<file path="src/include/exec_unit_pkg.sv">
// package: opcodes, register map, field layout and reset values for exec_unit
package exec_unit_pkg;

    // register map, byte addresses on the bus
    localparam logic [11:0] ADDR_INSTR = 12'h000;
    localparam logic [11:0] ADDR_ACC = 12'h004;
    localparam logic [11:0] ADDR_STATUS = 12'h008;
    localparam logic [11:0] ADDR_PC = 12'h00c;
    localparam logic [11:0] ADDR_LATCH = 12'h010;
    localparam logic [11:0] ADDR_CYCLES = 12'h014;
    localparam logic [11:0] ADDR_FILE_BASE = 12'h400;
    localparam int ADDR_DEC_MSB = 11;
    localparam int FILE_WIN_MSB = 10;

    // instruction word layout
    localparam int OP_MSB = 15;
    localparam int OP_LSB = 12;
    localparam int TARGET_BIT = 7;
    localparam int SLOT_MSB = 6;
    localparam int LIT_MSB = 7;
    localparam int JUMP_MSB = 10;

    // operation codes
    localparam logic [3:0] OP_NOP = 4'h0;
    localparam logic [3:0] OP_DECR = 4'h1;
    localparam logic [3:0] OP_INCR = 4'h2;
    localparam logic [3:0] OP_DECR_SKIP = 4'h3;
    localparam logic [3:0] OP_INCR_SKIP = 4'h4;
    localparam logic [3:0] OP_CLEAR_ACC = 4'h5;
    localparam logic [3:0] OP_OR_LIT = 4'h6;
    localparam logic [3:0] OP_JUMP = 4'h7;

    // status register fields
    localparam int ST_NULL_BIT = 0;
    localparam int ST_SKIP_BIT = 1;
    localparam int ST_BUSY_BIT = 2;

    // program counter and latch geometry
    localparam int PC_W = 15;
    localparam int LATCH_W = 7;
    localparam int SLOTS = 128;

    // reset values
    localparam logic [7:0] ACC_RST = 8'h00;
    localparam logic [PC_W-1:0] PC_RST = 15'h0000;
    localparam logic [LATCH_W-1:0] LATCH_RST = 7'h00;
    localparam logic [7:0] SLOT_RST = 8'h00;
    localparam logic [31:0] CYCLES_RST = 32'h0000_0000;

    // bus encodings
    localparam logic HRESP_OKAY = 1'b0;

    typedef enum logic [2:0] {
        st_run = 3'b001,
        st_jump = 3'b010,
        st_skip = 3'b100
    } exec_state_t;

endpackage : exec_unit_pkg

</file>
<file path="src/hw/exec_unit.sv">
// execution unit for the counter, accumulator and jump instruction group

// Function
// (RULE1) operands take slot 0 to 127; target bit picks accumulator or slot
// (RULE2) decrement_register subtracts one, writes target, updates null flag
// (RULE3) clear_accumulator loads zero into accumulator and sets null flag
// (RULE4) decrement_skip_on_null decrements into target, status unchanged
// (RULE5) zero skip result turns the next instruction into a no-operation
// (RULE6) increment_skip_on_null increments, keeps status, skips on zero
// (RULE7) absolute_jump loads its 11-bit target into program counter bits 10 to 0
// (RULE8) absolute_jump fills counter bits 14 to 11 from latch bits 6 to 3
// (RULE9) absolute_jump always takes two instruction cycles
// (RULE10) or_literal_into_accumulator ORs a literal in, updates null flag
// (RULE11) increment_register adds one, writes target, updates null flag
// (RULE12) counting wraps modulo 256; null flag follows zero 8-bit result
// (RULE13) non-skipping, non-jumping instructions take one instruction cycle
module exec_unit (
    input wire logic i_clock,
    input wire logic i_rst,
    input wire logic i_hsel,
    input wire logic [31:0] i_haddr,
    input wire logic [1:0] i_htrans,
    input wire logic i_hwrite,
    input wire logic [2:0] i_hsize,
    input wire logic [31:0] i_hwdata,
    input wire logic i_hready,
    output logic [31:0] o_hrdata,
    output logic o_hreadyout,
    output logic o_hresp,
    output logic o_null_flag,
    output logic o_busy,
    output logic [14:0] o_program_counter
);

    logic dph_valid_q;
    logic dph_write_q;
    logic [11:0] dph_addr_q;
    logic [31:0] hrdata_q;
    logic hreadyout_q;
    logic [31:0] instr_q;
    logic [7:0] acc_q;
    logic null_q;
    logic [exec_unit_pkg::PC_W-1:0] pc_q;
    logic [exec_unit_pkg::LATCH_W-1:0] latch_q;
    logic [31:0] cycles_q;
    logic [31:0] cycles_d;
    exec_unit_pkg::exec_state_t state_q;
    logic [7:0] slot_q [exec_unit_pkg::SLOTS];

    logic addr_phase;
    logic bus_wr;
    logic wr_instr;
    logic killed;
    logic exec;
    logic [3:0] op;
    logic target;
    logic [6:0] slot;
    logic [7:0] literal;
    logic [10:0] jump_k;
    logic [7:0] operand;
    logic [7:0] dec_res;
    logic [7:0] inc_res;
    logic [7:0] or_res;
    logic file_op;
    logic skip_op;
    logic [7:0] file_res;
    logic wr_file_win;
    logic [6:0] win_slot;
    logic [31:0] status_word;
    logic [31:0] rd_word;
    logic [11:0] rd_addr;

    // bus side decode; only whole-word single transfers are expected
    assign addr_phase = i_hsel && i_hready && i_htrans[1];
    assign bus_wr = dph_valid_q && dph_write_q;
    assign wr_instr = bus_wr && (dph_addr_q == exec_unit_pkg::ADDR_INSTR);
    assign wr_file_win = bus_wr && dph_addr_q[exec_unit_pkg::FILE_WIN_MSB];
    assign win_slot = dph_addr_q[8:2];

    // a pending skip swallows the next issued word as a no-operation
    assign killed = wr_instr && (state_q == exec_unit_pkg::st_skip); // RULE5
    assign exec = wr_instr && !killed;

    // instruction fields
    assign op = i_hwdata[exec_unit_pkg::OP_MSB:exec_unit_pkg::OP_LSB];
    assign target = i_hwdata[exec_unit_pkg::TARGET_BIT];
    assign slot = i_hwdata[exec_unit_pkg::SLOT_MSB:0]; // RULE1
    assign literal = i_hwdata[exec_unit_pkg::LIT_MSB:0];
    assign jump_k = i_hwdata[exec_unit_pkg::JUMP_MSB:0];

    // datapath; 8-bit arithmetic wraps on its own
    assign operand = slot_q[slot];
    assign dec_res = operand - 8'h01; // RULE12
    assign inc_res = operand + 8'h01; // RULE12
    assign or_res = acc_q | literal;

    assign file_op = (op == exec_unit_pkg::OP_DECR)
        || (op == exec_unit_pkg::OP_INCR)
        || (op == exec_unit_pkg::OP_DECR_SKIP)
        || (op == exec_unit_pkg::OP_INCR_SKIP);
    assign skip_op = (op == exec_unit_pkg::OP_DECR_SKIP)
        || (op == exec_unit_pkg::OP_INCR_SKIP);

    always_comb begin
        unique case (op)
            exec_unit_pkg::OP_DECR: file_res = dec_res; // RULE2
            exec_unit_pkg::OP_DECR_SKIP: file_res = dec_res; // RULE4
            exec_unit_pkg::OP_INCR: file_res = inc_res; // RULE11
            exec_unit_pkg::OP_INCR_SKIP: file_res = inc_res; // RULE6
            default: file_res = operand;
        endcase
    end

    // address phase capture; the slave never waits, so hready is high from the first edge after reset
    always_ff @(posedge i_clock) begin
        if (i_rst) begin
            dph_valid_q <= 1'b0;
            dph_write_q <= 1'b0;
            dph_addr_q <= 12'h000;
        end else if (i_hready) begin
            dph_valid_q <= addr_phase;
            dph_write_q <= i_hwrite;
            dph_addr_q <= i_haddr[exec_unit_pkg::ADDR_DEC_MSB:0];
        end
    end

    always_ff @(posedge i_clock) begin
        if (i_rst) begin
            hreadyout_q <= 1'b0;
        end else begin
            hreadyout_q <= 1'b1;
        end
    end

    // last issued word, kept for readback
    always_ff @(posedge i_clock) begin
        if (i_rst) begin
            instr_q <= 32'h0000_0000;
        end else if (wr_instr) begin
            instr_q <= i_hwdata;
        end
    end

    // sequencing: jump holds one extra cycle, skip waits for the next word
    always_ff @(posedge i_clock) begin
        if (i_rst) begin
            state_q <= exec_unit_pkg::st_run;
        end else if (exec && op == exec_unit_pkg::OP_JUMP) begin
            state_q <= exec_unit_pkg::st_jump; // RULE9
        end else if (exec && skip_op && file_res == 8'h00) begin
            state_q <= exec_unit_pkg::st_skip; // RULE5 RULE6
        end else if (wr_instr || state_q == exec_unit_pkg::st_jump) begin
            state_q <= exec_unit_pkg::st_run; // RULE13
        end
    end

    // instruction cycles consumed, including the flush and skipped slots
    always_comb begin
        cycles_d = cycles_q;
        if (wr_instr || state_q == exec_unit_pkg::st_jump) begin
            cycles_d = cycles_q + 32'h0000_0001; // RULE9 RULE13
        end
    end

    always_ff @(posedge i_clock) begin
        if (i_rst) begin
            cycles_q <= exec_unit_pkg::CYCLES_RST;
        end else if (bus_wr && dph_addr_q == exec_unit_pkg::ADDR_CYCLES) begin
            cycles_q <= exec_unit_pkg::CYCLES_RST;
        end else begin
            cycles_q <= cycles_d;
        end
    end

    // accumulator
    always_ff @(posedge i_clock) begin
        if (i_rst) begin
            acc_q <= exec_unit_pkg::ACC_RST;
        end else if (exec && file_op && !target) begin
            acc_q <= file_res; // RULE1
        end else if (exec && op == exec_unit_pkg::OP_CLEAR_ACC) begin
            acc_q <= 8'h00; // RULE3
        end else if (exec && op == exec_unit_pkg::OP_OR_LIT) begin
            acc_q <= or_res; // RULE10
        end else if (bus_wr && dph_addr_q == exec_unit_pkg::ADDR_ACC) begin
            acc_q <= i_hwdata[7:0];
        end
    end

    // result null flag; skip variants leave it alone
    always_ff @(posedge i_clock) begin
        if (i_rst) begin
            null_q <= 1'b0;
        end else if (exec && file_op && !skip_op) begin
            null_q <= (file_res == 8'h00); // RULE2 RULE11 RULE12
        end else if (exec && op == exec_unit_pkg::OP_CLEAR_ACC) begin
            null_q <= 1'b1; // RULE3
        end else if (exec && op == exec_unit_pkg::OP_OR_LIT) begin
            null_q <= (or_res == 8'h00); // RULE10
        end else if (bus_wr && dph_addr_q == exec_unit_pkg::ADDR_STATUS) begin
            null_q <= i_hwdata[exec_unit_pkg::ST_NULL_BIT];
        end
    end

    // register slots; bus window and execution never hit the same data phase
    always_ff @(posedge i_clock) begin
        if (i_rst) begin
            for (int i = 0; i < exec_unit_pkg::SLOTS; i++) begin
                slot_q[i] <= exec_unit_pkg::SLOT_RST;
            end
        end else if (exec && file_op && target) begin
            slot_q[slot] <= file_res; // RULE1
        end else if (wr_file_win) begin
            slot_q[win_slot] <= i_hwdata[7:0];
        end
    end

    // program counter: steps once per issued word, jump reloads it
    always_ff @(posedge i_clock) begin
        if (i_rst) begin
            pc_q <= exec_unit_pkg::PC_RST;
        end else if (exec && op == exec_unit_pkg::OP_JUMP) begin
            pc_q <= {latch_q[6:3], jump_k}; // RULE7 RULE8
        end else if (wr_instr) begin
            pc_q <= pc_q + 15'h0001;
        end else if (bus_wr && dph_addr_q == exec_unit_pkg::ADDR_PC) begin
            pc_q <= i_hwdata[exec_unit_pkg::PC_W-1:0];
        end
    end

    always_ff @(posedge i_clock) begin
        if (i_rst) begin
            latch_q <= exec_unit_pkg::LATCH_RST;
        end else if (bus_wr && dph_addr_q == exec_unit_pkg::ADDR_LATCH) begin
            latch_q <= i_hwdata[exec_unit_pkg::LATCH_W-1:0];
        end
    end

    // read mux, sampled in the address phase; the master never pipelines,
    // so no write is pending behind a read
    assign rd_addr = i_haddr[exec_unit_pkg::ADDR_DEC_MSB:0];
    assign status_word = {29'h0000_0000,
        state_q == exec_unit_pkg::st_jump,
        state_q == exec_unit_pkg::st_skip,
        null_q};

    always_comb begin
        rd_word = 32'h0000_0000;
        if (rd_addr[exec_unit_pkg::FILE_WIN_MSB]) begin
            rd_word = {24'h00_0000, slot_q[rd_addr[8:2]]};
        end else begin
            unique case (rd_addr)
                exec_unit_pkg::ADDR_INSTR: rd_word = instr_q;
                exec_unit_pkg::ADDR_ACC: rd_word = {24'h00_0000, acc_q};
                exec_unit_pkg::ADDR_STATUS: rd_word = status_word;
                exec_unit_pkg::ADDR_PC: rd_word = {17'h0_0000, pc_q};
                exec_unit_pkg::ADDR_LATCH: rd_word = {25'h000_0000, latch_q};
                exec_unit_pkg::ADDR_CYCLES: rd_word = cycles_q;
                default: rd_word = 32'h0000_0000;
            endcase
        end
    end

    always_ff @(posedge i_clock) begin
        if (i_rst) begin
            hrdata_q <= 32'h0000_0000;
        end else if (addr_phase && !i_hwrite) begin
            hrdata_q <= rd_word;
        end
    end

    assign o_hrdata = hrdata_q;
    assign o_hreadyout = hreadyout_q;
    assign o_hresp = exec_unit_pkg::HRESP_OKAY;
    assign o_null_flag = null_q;
    assign o_busy = (state_q == exec_unit_pkg::st_jump);
    assign o_program_counter = pc_q;

    AST_TARGET_ACC_KEPT: assert property ( // RULE1
        @(posedge i_clock) disable iff (i_rst)
        exec && file_op && target |=> acc_q == $past(acc_q))
        else $error("slot-target operation changed the accumulator");

    AST_DECR: assert property ( // RULE2
        @(posedge i_clock) disable iff (i_rst)
        exec && op == exec_unit_pkg::OP_DECR && !target
        |=> acc_q == $past(dec_res) && null_q == (acc_q == 8'h00))
        else $error("decrement result or null flag wrong");

    AST_CLEAR_ACC: assert property ( // RULE3
        @(posedge i_clock) disable iff (i_rst)
        exec && op == exec_unit_pkg::OP_CLEAR_ACC
        |=> acc_q == 8'h00 && null_q)
        else $error("clear did not zero accumulator and set null");

    AST_SKIP_NO_STATUS: assert property ( // RULE4
        @(posedge i_clock) disable iff (i_rst)
        exec && skip_op |=> null_q == $past(null_q))
        else $error("skip variant altered the null flag");

    AST_SKIPPED_IS_NOP: assert property ( // RULE5
        @(posedge i_clock) disable iff (i_rst)
        killed |=> acc_q == $past(acc_q) && null_q == $past(null_q)
            && state_q == exec_unit_pkg::st_run)
        else $error("skipped word was not a no-operation");

    AST_INCR_SKIP: assert property ( // RULE6
        @(posedge i_clock) disable iff (i_rst)
        exec && op == exec_unit_pkg::OP_INCR_SKIP && inc_res == 8'h00
        |=> state_q == exec_unit_pkg::st_skip)
        else $error("zero increment did not arm the skip");

    AST_JUMP_LOW: assert property ( // RULE7
        @(posedge i_clock) disable iff (i_rst)
        exec && op == exec_unit_pkg::OP_JUMP
        |=> pc_q[10:0] == $past(jump_k))
        else $error("jump target not in counter low bits");

    AST_JUMP_HIGH: assert property ( // RULE8
        @(posedge i_clock) disable iff (i_rst)
        exec && op == exec_unit_pkg::OP_JUMP
        |=> pc_q[14:11] == $past(latch_q[6:3]))
        else $error("counter high bits not from latch");

    AST_JUMP_TWO_CYCLES: assert property ( // RULE9
        @(posedge i_clock) disable iff (i_rst)
        exec && op == exec_unit_pkg::OP_JUMP
        |=> state_q == exec_unit_pkg::st_jump
        ##1 state_q == exec_unit_pkg::st_run
            && cycles_q == $past(cycles_q, 2) + 32'h0000_0002)
        else $error("jump did not take two cycles");

    AST_OR_LIT: assert property ( // RULE10
        @(posedge i_clock) disable iff (i_rst)
        exec && op == exec_unit_pkg::OP_OR_LIT
        |=> acc_q == $past(or_res) && null_q == (acc_q == 8'h00))
        else $error("literal OR result or null flag wrong");

    AST_INCR: assert property ( // RULE11
        @(posedge i_clock) disable iff (i_rst)
        exec && op == exec_unit_pkg::OP_INCR && target
        |=> slot_q[$past(slot)] == $past(inc_res)
            && null_q == ($past(inc_res) == 8'h00))
        else $error("increment result or null flag wrong");

    AST_DECR_WRAP: assert property ( // RULE12
        @(posedge i_clock) disable iff (i_rst)
        exec && op == exec_unit_pkg::OP_DECR && !target && operand == 8'h00
        |=> acc_q == 8'hff && !null_q)
        else $error("decrement of zero did not wrap");

    AST_SINGLE_CYCLE: assert property ( // RULE13
        @(posedge i_clock) disable iff (i_rst)
        exec && op != exec_unit_pkg::OP_JUMP && !(skip_op && file_res == 8'h00)
        |=> state_q == exec_unit_pkg::st_run
            && cycles_q == $past(cycles_q) + 32'h0000_0001)
        else $error("plain instruction took more than one cycle");

endmodule : exec_unit

</file>
<file path="config.mk">
export PLATFORM = sky130hd
export DESIGN_NAME = exec_unit
export DESIGN_NICKNAME = d
export VERILOG_FILES = /design/src/include/exec_unit_pkg.sv /design/src/hw/exec_unit.sv
export SDC_FILE = /design/constraint.sdc
export NUM_CORES = 2
export LEC_CHECK = 0
export BUFFER_PORTS_ARGS = -buffer_cell sky130_fd_sc_hd__buf_4
export CORE_ASPECT_RATIO = 0.75
export CORE_MARGIN = 5
export CORE_UTILIZATION = 43
export CTS_BUF_LIST = sky130_fd_sc_hd__clkbuf_4 sky130_fd_sc_hd__clkbuf_8
export CTS_CLUSTER_DIAMETER = 200
export DETAILED_ROUTE_END_ITERATION = 16
export GPL_TIMING_DRIVEN = 1
export PLACE_DENSITY = 0.59
export SETUP_SLACK_MARGIN = 0.02
export SYNTH_ARGS = -nofsm -noshare
export SYNTH_HDL_FRONTEND = slang
export SYNTH_SLANG_ARGS = --single-unit
</file>
<file path="constraint.sdc">
create_clock -name i_clock -period 5.5 [get_ports i_clock]
set_input_delay 0.275 -clock i_clock [delete_from_list [all_inputs] [get_ports i_clock]]
set_output_delay 0.275 -clock i_clock [all_outputs]
set_load 0.03 [all_outputs]
</file>
==> flow_summary.html <==
<table>
<tr><th>Metric</th><th>Value</th></tr>
<tr><th colspan="2">Synth</th></tr>
<tr><td>Count of yosys warnings during synthesis</td><td>0</td></tr>
<tr><td>Number of cells produced by synthesis</td><td>4610</td></tr>
<tr><td>Predominant post-synthesis flop cell</td><td>sky130_fd_sc_hd__edfxtp_1</td></tr>
<tr><td>Fraction of the yosys area taken by sequential cells</td><td>54.7%</td></tr>
<tr><td>Main area contributors after synthesis</td><td>sky130_fd_sc_hd__edfxtp_1 50%, sky130_fd_sc_hd__mux4_2 20%, sky130_fd_sc_hd__nor2_1 6.8%, sky130_fd_sc_hd__dfxtp_1 4.7%, sky130_fd_sc_hd__nand2_1 2.4%</td></tr>
<tr><td>Combined area of all synthesized cells</td><td>61600 sq um</td></tr>
<tr><td>Avg Cell Area, Syn</td><td>13.4 sq um</td></tr>
<tr><td>Number of enable-type register cells in the synthesized netlist</td><td>1024</td></tr>
<tr><td>Top-area cell type share of the netlist area</td><td>50.0%</td></tr>
<tr><td>Net count after synthesis</td><td>4693</td></tr>
<tr><td>Number of storage elements in the synthesis netlist</td><td>1169</td></tr>
<tr><td>Number of distinct standard cells referenced by the synthesized netlist</td><td>85</td></tr>
<tr><td>Post-synth ARST share</td><td>0%</td></tr>
<tr><td>Post-synth top area cell</td><td>sky130_fd_sc_hd__edfxtp_1</td></tr>
<tr><th colspan="2">Finish</th></tr>
<tr><td>Final design area excluding fillers</td><td>69900 sq um</td></tr>
<tr><td>Share of final-layout standard cells stronger than drive strength 1</td><td>27.2%</td></tr>
<tr><td>Commonest non-fill, non-tap cells in the layout</td><td>1119 x sky130_fd_sc_hd__nor2_1, 1024 x sky130_fd_sc_hd__edfxtp_1, 533 x sky130_fd_sc_hd__mux4_2</td></tr>
<tr><td>Utilization of the core after routing</td><td>49.1%</td></tr>
<tr><td>Number of fill cells</td><td>12300</td></tr>
<tr><td>Most common library cell in the layout ignoring fill and taps</td><td>sky130_fd_sc_hd__nor2_1</td></tr>
<tr><td>Final #Nets</td><td>4963</td></tr>
<tr><td>Syn-to-layout area delta</td><td>13.6%</td></tr>
<tr><th colspan="2">Min path</th></tr>
<tr><td>Min-Delay Path Class</td><td>input pin to flop</td></tr>
<tr><th colspan="2">Power</th></tr>
<tr><td>Net switching share of the total power</td><td>29.4%</td></tr>
<tr><td>Pwr Density</td><td>304 nW/um^2</td></tr>
<tr><td>Internal Dissipation</td><td>15.0 mW</td></tr>
<tr><td>Power share of the clock group</td><td>35.1%</td></tr>
<tr><td>Combinational share of power</td><td>17.7%</td></tr>
<tr><td>Relative contribution of sequential cells to total power</td><td>47.2%</td></tr>
<tr><td>Net load switching power</td><td>6.24 mW</td></tr>
<tr><td>Cell leakage power</td><td>24.6 nW</td></tr>
<tr><td>VDD IR max</td><td>0.000192 V</td></tr>
<tr><td>Total power consumption of the routed design</td><td>21.2 mW</td></tr>
<tr><th colspan="2">Routing</th></tr>
<tr><td>Detailed Routing Iterations Pass 1</td><td>6</td></tr>
<tr><td>Average routed wire per standard cell</td><td>32.4 microns</td></tr>
<tr><td>Mean number of vias per cell</td><td>6.44</td></tr>
<tr><td>Count of nets left with antenna violations after detail routing</td><td>0</td></tr>
<tr><td>Total via count in the routed design</td><td>44600</td></tr>
<tr><td>Total wirelength of the detailed-routed design</td><td>225000 microns</td></tr>
<tr><td>Number of remaining DRC errors</td><td>0</td></tr>
<tr><td>DRC marker count from the first detailed-route iteration</td><td>7344</td></tr>
<tr><th colspan="2">Global routing</th></tr>
<tr><td>Global route overflow</td><td>0</td></tr>
<tr><td>Tot GR Track Use</td><td>29.3%</td></tr>
<tr><td>Number of antenna violations at the first check in global routing</td><td>14</td></tr>
<tr><td>Vias in the first global route</td><td>41700</td></tr>
<tr><td>Pin count of the biggest net entering global routing</td><td>64</td></tr>
<tr><td>Global-route wire length before repair</td><td>316000 microns</td></tr>
<tr><th colspan="2">Clock network</th></tr>
<tr><td>Number of clock sinks</td><td>1169</td></tr>
<tr><td>Clock root buffer</td><td>sky130_fd_sc_hd__clkbuf_8</td></tr>
<tr><td>Clock H-tree levels</td><td>4</td></tr>
<tr><td>Clock transition at the register clock pins on the worst setup and hold paths after CTS</td><td>60 ps</td></tr>
<tr><td>TritonCTS clock tree</td><td>yes</td></tr>
<tr><td>Clock latency at the later pin of the worst-skew pair</td><td>960 ps</td></tr>
<tr><td>Cts bufs inserted</td><td>185</td></tr>
<tr><td>Buffers from clock root to sink, at most</td><td>3</td></tr>
<tr><th colspan="2">STA</th></tr>
<tr><td>Shortest clock period the worst path allows after layout</td><td>5270 ps</td></tr>
<tr><td>Final Max Tran Viols</td><td>0</td></tr>
<tr><td>Part of the cycle the worst path needs</td><td>95.9%</td></tr>
<tr><td>Max Clk Rate</td><td>190 MHz</td></tr>
<tr><td>Tightest slew margin relative to the limit</td><td>12.4%</td></tr>
<tr><td>Final hold slack</td><td>130 ps</td></tr>
<tr><td>Hold violation total from the final report</td><td>0</td></tr>
<tr><td>Actual transition at the worst max-transition pin</td><td>1310 ps</td></tr>
<tr><td>RSZ-0062 raised after global routing</td><td>no</td></tr>
<tr><td>Clock skew after layout</td><td>51.8 ps</td></tr>
<tr><td>Count of endpoints failing setup in the final report</td><td>0</td></tr>
<tr><th colspan="2">Die</th></tr>
<tr><td>Placement Rows</td><td>120</td></tr>
<tr><td>Width of the chip</td><td>447 microns</td></tr>
<tr><td>Starting utilization of the core area</td><td>43.2%</td></tr>
<tr><td>Die Y-Extent</td><td>338 microns</td></tr>
<tr><td>CORE AREA</td><td>142000 sq um</td></tr>
<tr><td>Top-level I/O count</td><td>125</td></tr>
<tr><td>Die footprint</td><td>151000 sq um</td></tr>
<tr><th colspan="2">Place</th></tr>
<tr><td>Placed Area</td><td>65600 sq um</td></tr>
<tr><td>Number of buffer cells added on primary ports</td><td>99</td></tr>
<tr><td>Placer congestion estimate</td><td>0.975</td></tr>
<tr><td>Final HPWL DP</td><td>158000 microns</td></tr>
<tr><th colspan="2">Setup path</th></tr>
<tr><td>Critical path type</td><td>flop to flop</td></tr>
<tr><td>Required time of the critical path</td><td>6160 ps</td></tr>
<tr><td>Type of destination of the critical path</td><td>flop</td></tr>
<tr><td>Worst endpoint data arrival time</td><td>5930 ps</td></tr>
<tr><td>Maximum fanout count along the critical path</td><td>8</td></tr>
<tr><td>CP Launch Type</td><td>flop</td></tr>
<tr><th colspan="2">Status</th></tr>
<tr><td>Run status</td><td>completed</td></tr>
<tr><th colspan="2">Run</th></tr>
<tr><td>Count of maximum capacitance violations</td><td>0</td></tr>
</table>
[area by class of cell]
class	count	area [sq um]	share of cell area, %
antenna	8	20.0	0.0286
clock buffer	247	3090	4.41
clock inverter	85	459	0.657
inverter	10	42.5	0.0608
multi-input combinational	3044	25700	36.8
sequential	1169	33700	48.1
tap	1891	2370	3.38
timing repair buffer	470	4560	6.52
[layer usage]
| metal | global-route usage, % | wire length [microns] |
|---|---|---|
| met5 | 0.413 | 225 |
| met3 | 10.4 | 32300 |
| met2 | 40.5 | 93900 |
| met4 | 8.46 | 6720 |
| met1 | 43.6 | 91500 |
[worst max-delay path, cell delays in order, from the launching register on]
cell and delay [ps]:
sky130_fd_sc_hd__edfxtp_1 420, sky130_fd_sc_hd__mux4_2 460, sky130_fd_sc_hd__a22oi_1 200, sky130_fd_sc_hd__a21oi_1 360, sky130_fd_sc_hd__buf_4 290, sky130_fd_sc_hd__o41ai_4 540, sky130_fd_sc_hd__o21ai_0 240, sky130_fd_sc_hd__ha_1 250
sky130_fd_sc_hd__a21o_1 170, sky130_fd_sc_hd__a21o_1 200, sky130_fd_sc_hd__a21o_1 180, sky130_fd_sc_hd__a21oi_1 170, sky130_fd_sc_hd__nor4b_1 320, sky130_fd_sc_hd__o31a_1 200, sky130_fd_sc_hd__nor3_1 60, sky130_fd_sc_hd__xnor2_1 250
sky130_fd_sc_hd__a21o_4 230, sky130_fd_sc_hd__buf_12 180, sky130_fd_sc_hd__buf_12 180, sky130_fd_sc_hd__nor2_4 30
[Yosys cell counts, types with 5 or more instances]
library cell / count
sky130_fd_sc_hd__a211oi_1: 20
sky130_fd_sc_hd__a21o_1: 5
sky130_fd_sc_hd__a21oi_1: 135
sky130_fd_sc_hd__a222oi_1: 11
sky130_fd_sc_hd__a22oi_1: 112
sky130_fd_sc_hd__a31oi_1: 17
sky130_fd_sc_hd__and2_1: 7
sky130_fd_sc_hd__and3_1: 19
sky130_fd_sc_hd__buf_1: 37
sky130_fd_sc_hd__buf_12: 16
sky130_fd_sc_hd__buf_2: 95
sky130_fd_sc_hd__buf_4: 53
sky130_fd_sc_hd__buf_6: 25
sky130_fd_sc_hd__buf_8: 6
sky130_fd_sc_hd__clkbuf_1: 155
sky130_fd_sc_hd__dfxtp_1: 145
sky130_fd_sc_hd__edfxtp_1: 1024
sky130_fd_sc_hd__ha_1: 8
sky130_fd_sc_hd__inv_1: 8
sky130_fd_sc_hd__mux2_2: 17
sky130_fd_sc_hd__mux2i_1: 138
sky130_fd_sc_hd__mux4_1: 13
sky130_fd_sc_hd__mux4_2: 533
sky130_fd_sc_hd__nand2_1: 396
sky130_fd_sc_hd__nand2b_1: 22
sky130_fd_sc_hd__nand3_1: 50
sky130_fd_sc_hd__nand4_1: 15
sky130_fd_sc_hd__nor2_1: 1122
sky130_fd_sc_hd__nor2_2: 6
sky130_fd_sc_hd__nor2_4: 95
sky130_fd_sc_hd__nor2b_1: 26
sky130_fd_sc_hd__nor3_1: 28
sky130_fd_sc_hd__nor3b_1: 12
sky130_fd_sc_hd__nor4_1: 13
sky130_fd_sc_hd__o211a_1: 8
sky130_fd_sc_hd__o21ai_0: 41
sky130_fd_sc_hd__o21ai_1: 6
sky130_fd_sc_hd__o22ai_1: 27
sky130_fd_sc_hd__o31ai_1: 7
sky130_fd_sc_hd__or2_2: 5
sky130_fd_sc_hd__or3_1: 14
sky130_fd_sc_hd__xnor2_1: 14
sky130_fd_sc_hd__xor2_1: 24
[registers in the layout (all words and copies together) (netlist names)]
name and count:
acc_q 8, cycles_q 32, dph_addr_q 12, dph_valid_q 1, dph_write_q 1, instr_q 32
latch_q 7, o_hrdata 32, o_hreadyout 1, o_null_flag 1, o_program_counter 15, slot_q 1024
state_q 3
[power groups by stage]
stage | Clock [mW] | Combinational (mW) | Sequential [mW]
2_1_floorplan | 0 | 2.17 | 10.1
3_3_place_gp | 0 | 3.60 | 10.2
3_5_place_dp | 0 | 3.60 | 10.2
4_1_cts | 7.52 | 3.65 | 10.0
5_1_grt | 7.92 | 3.82 | 10.0
6_report | 7.46 | 3.75 | 10.0
[final timing paths]
path	start	endpoint	slack (ps)	depth (start not counted)
worst max-delay path	slot_q[10][1]$_SDFFCE_PN0P_	slot_q[20][7]$_SDFFCE_PN0P_	230	19
worst min-delay path	i_hwdata[4]	instr_q[4]$_SDFFE_PP0P_	130	4
worst max register to register	slot_q[10][1]$_SDFFCE_PN0P_	slot_q[20][7]$_SDFFCE_PN0P_	230	19
worst min register to register	instr_q[10]$_SDFFE_PP0P_	instr_q[10]$_SDFFE_PP0P_	460	2
[stage by stage]
stage                     std cells  setup WS [ps]  TNS, ps
after floorplan                4610            728        0
after global placement         6508           -678  -267080
after detailed placement       6508           -592  -212820
after CTS                      6916            261        0
after global routing           6917            108        0
final                          6924            226        0
[cell families after synthesis]
group	count (synthesis)	share of synthesized area, %
buffers and inverters	397	3.77
AO/OA/AOI/OAI	433	4.66
other	1	0.00609
adder cells (fa/ha/maj)	9	0.195
XOR/XNOR	38	0.541
AND/OR/NAND/NOR	1861	13.5
flip-flops	1169	54.7
multiplexers	702	22.7
[timing repair]
| action | 4_1_cts | 5_1_grt |
|---|---|---|
| resized for setup | 1 | 1 |
| hold buffers | 76 | 0 |
| setup endpoints to repair | 279 | 134 |
| setup buffers | 0 | 0 |
| hold endpoints to repair | 96 | 0 |
Power figures use the tool's default switching activity.
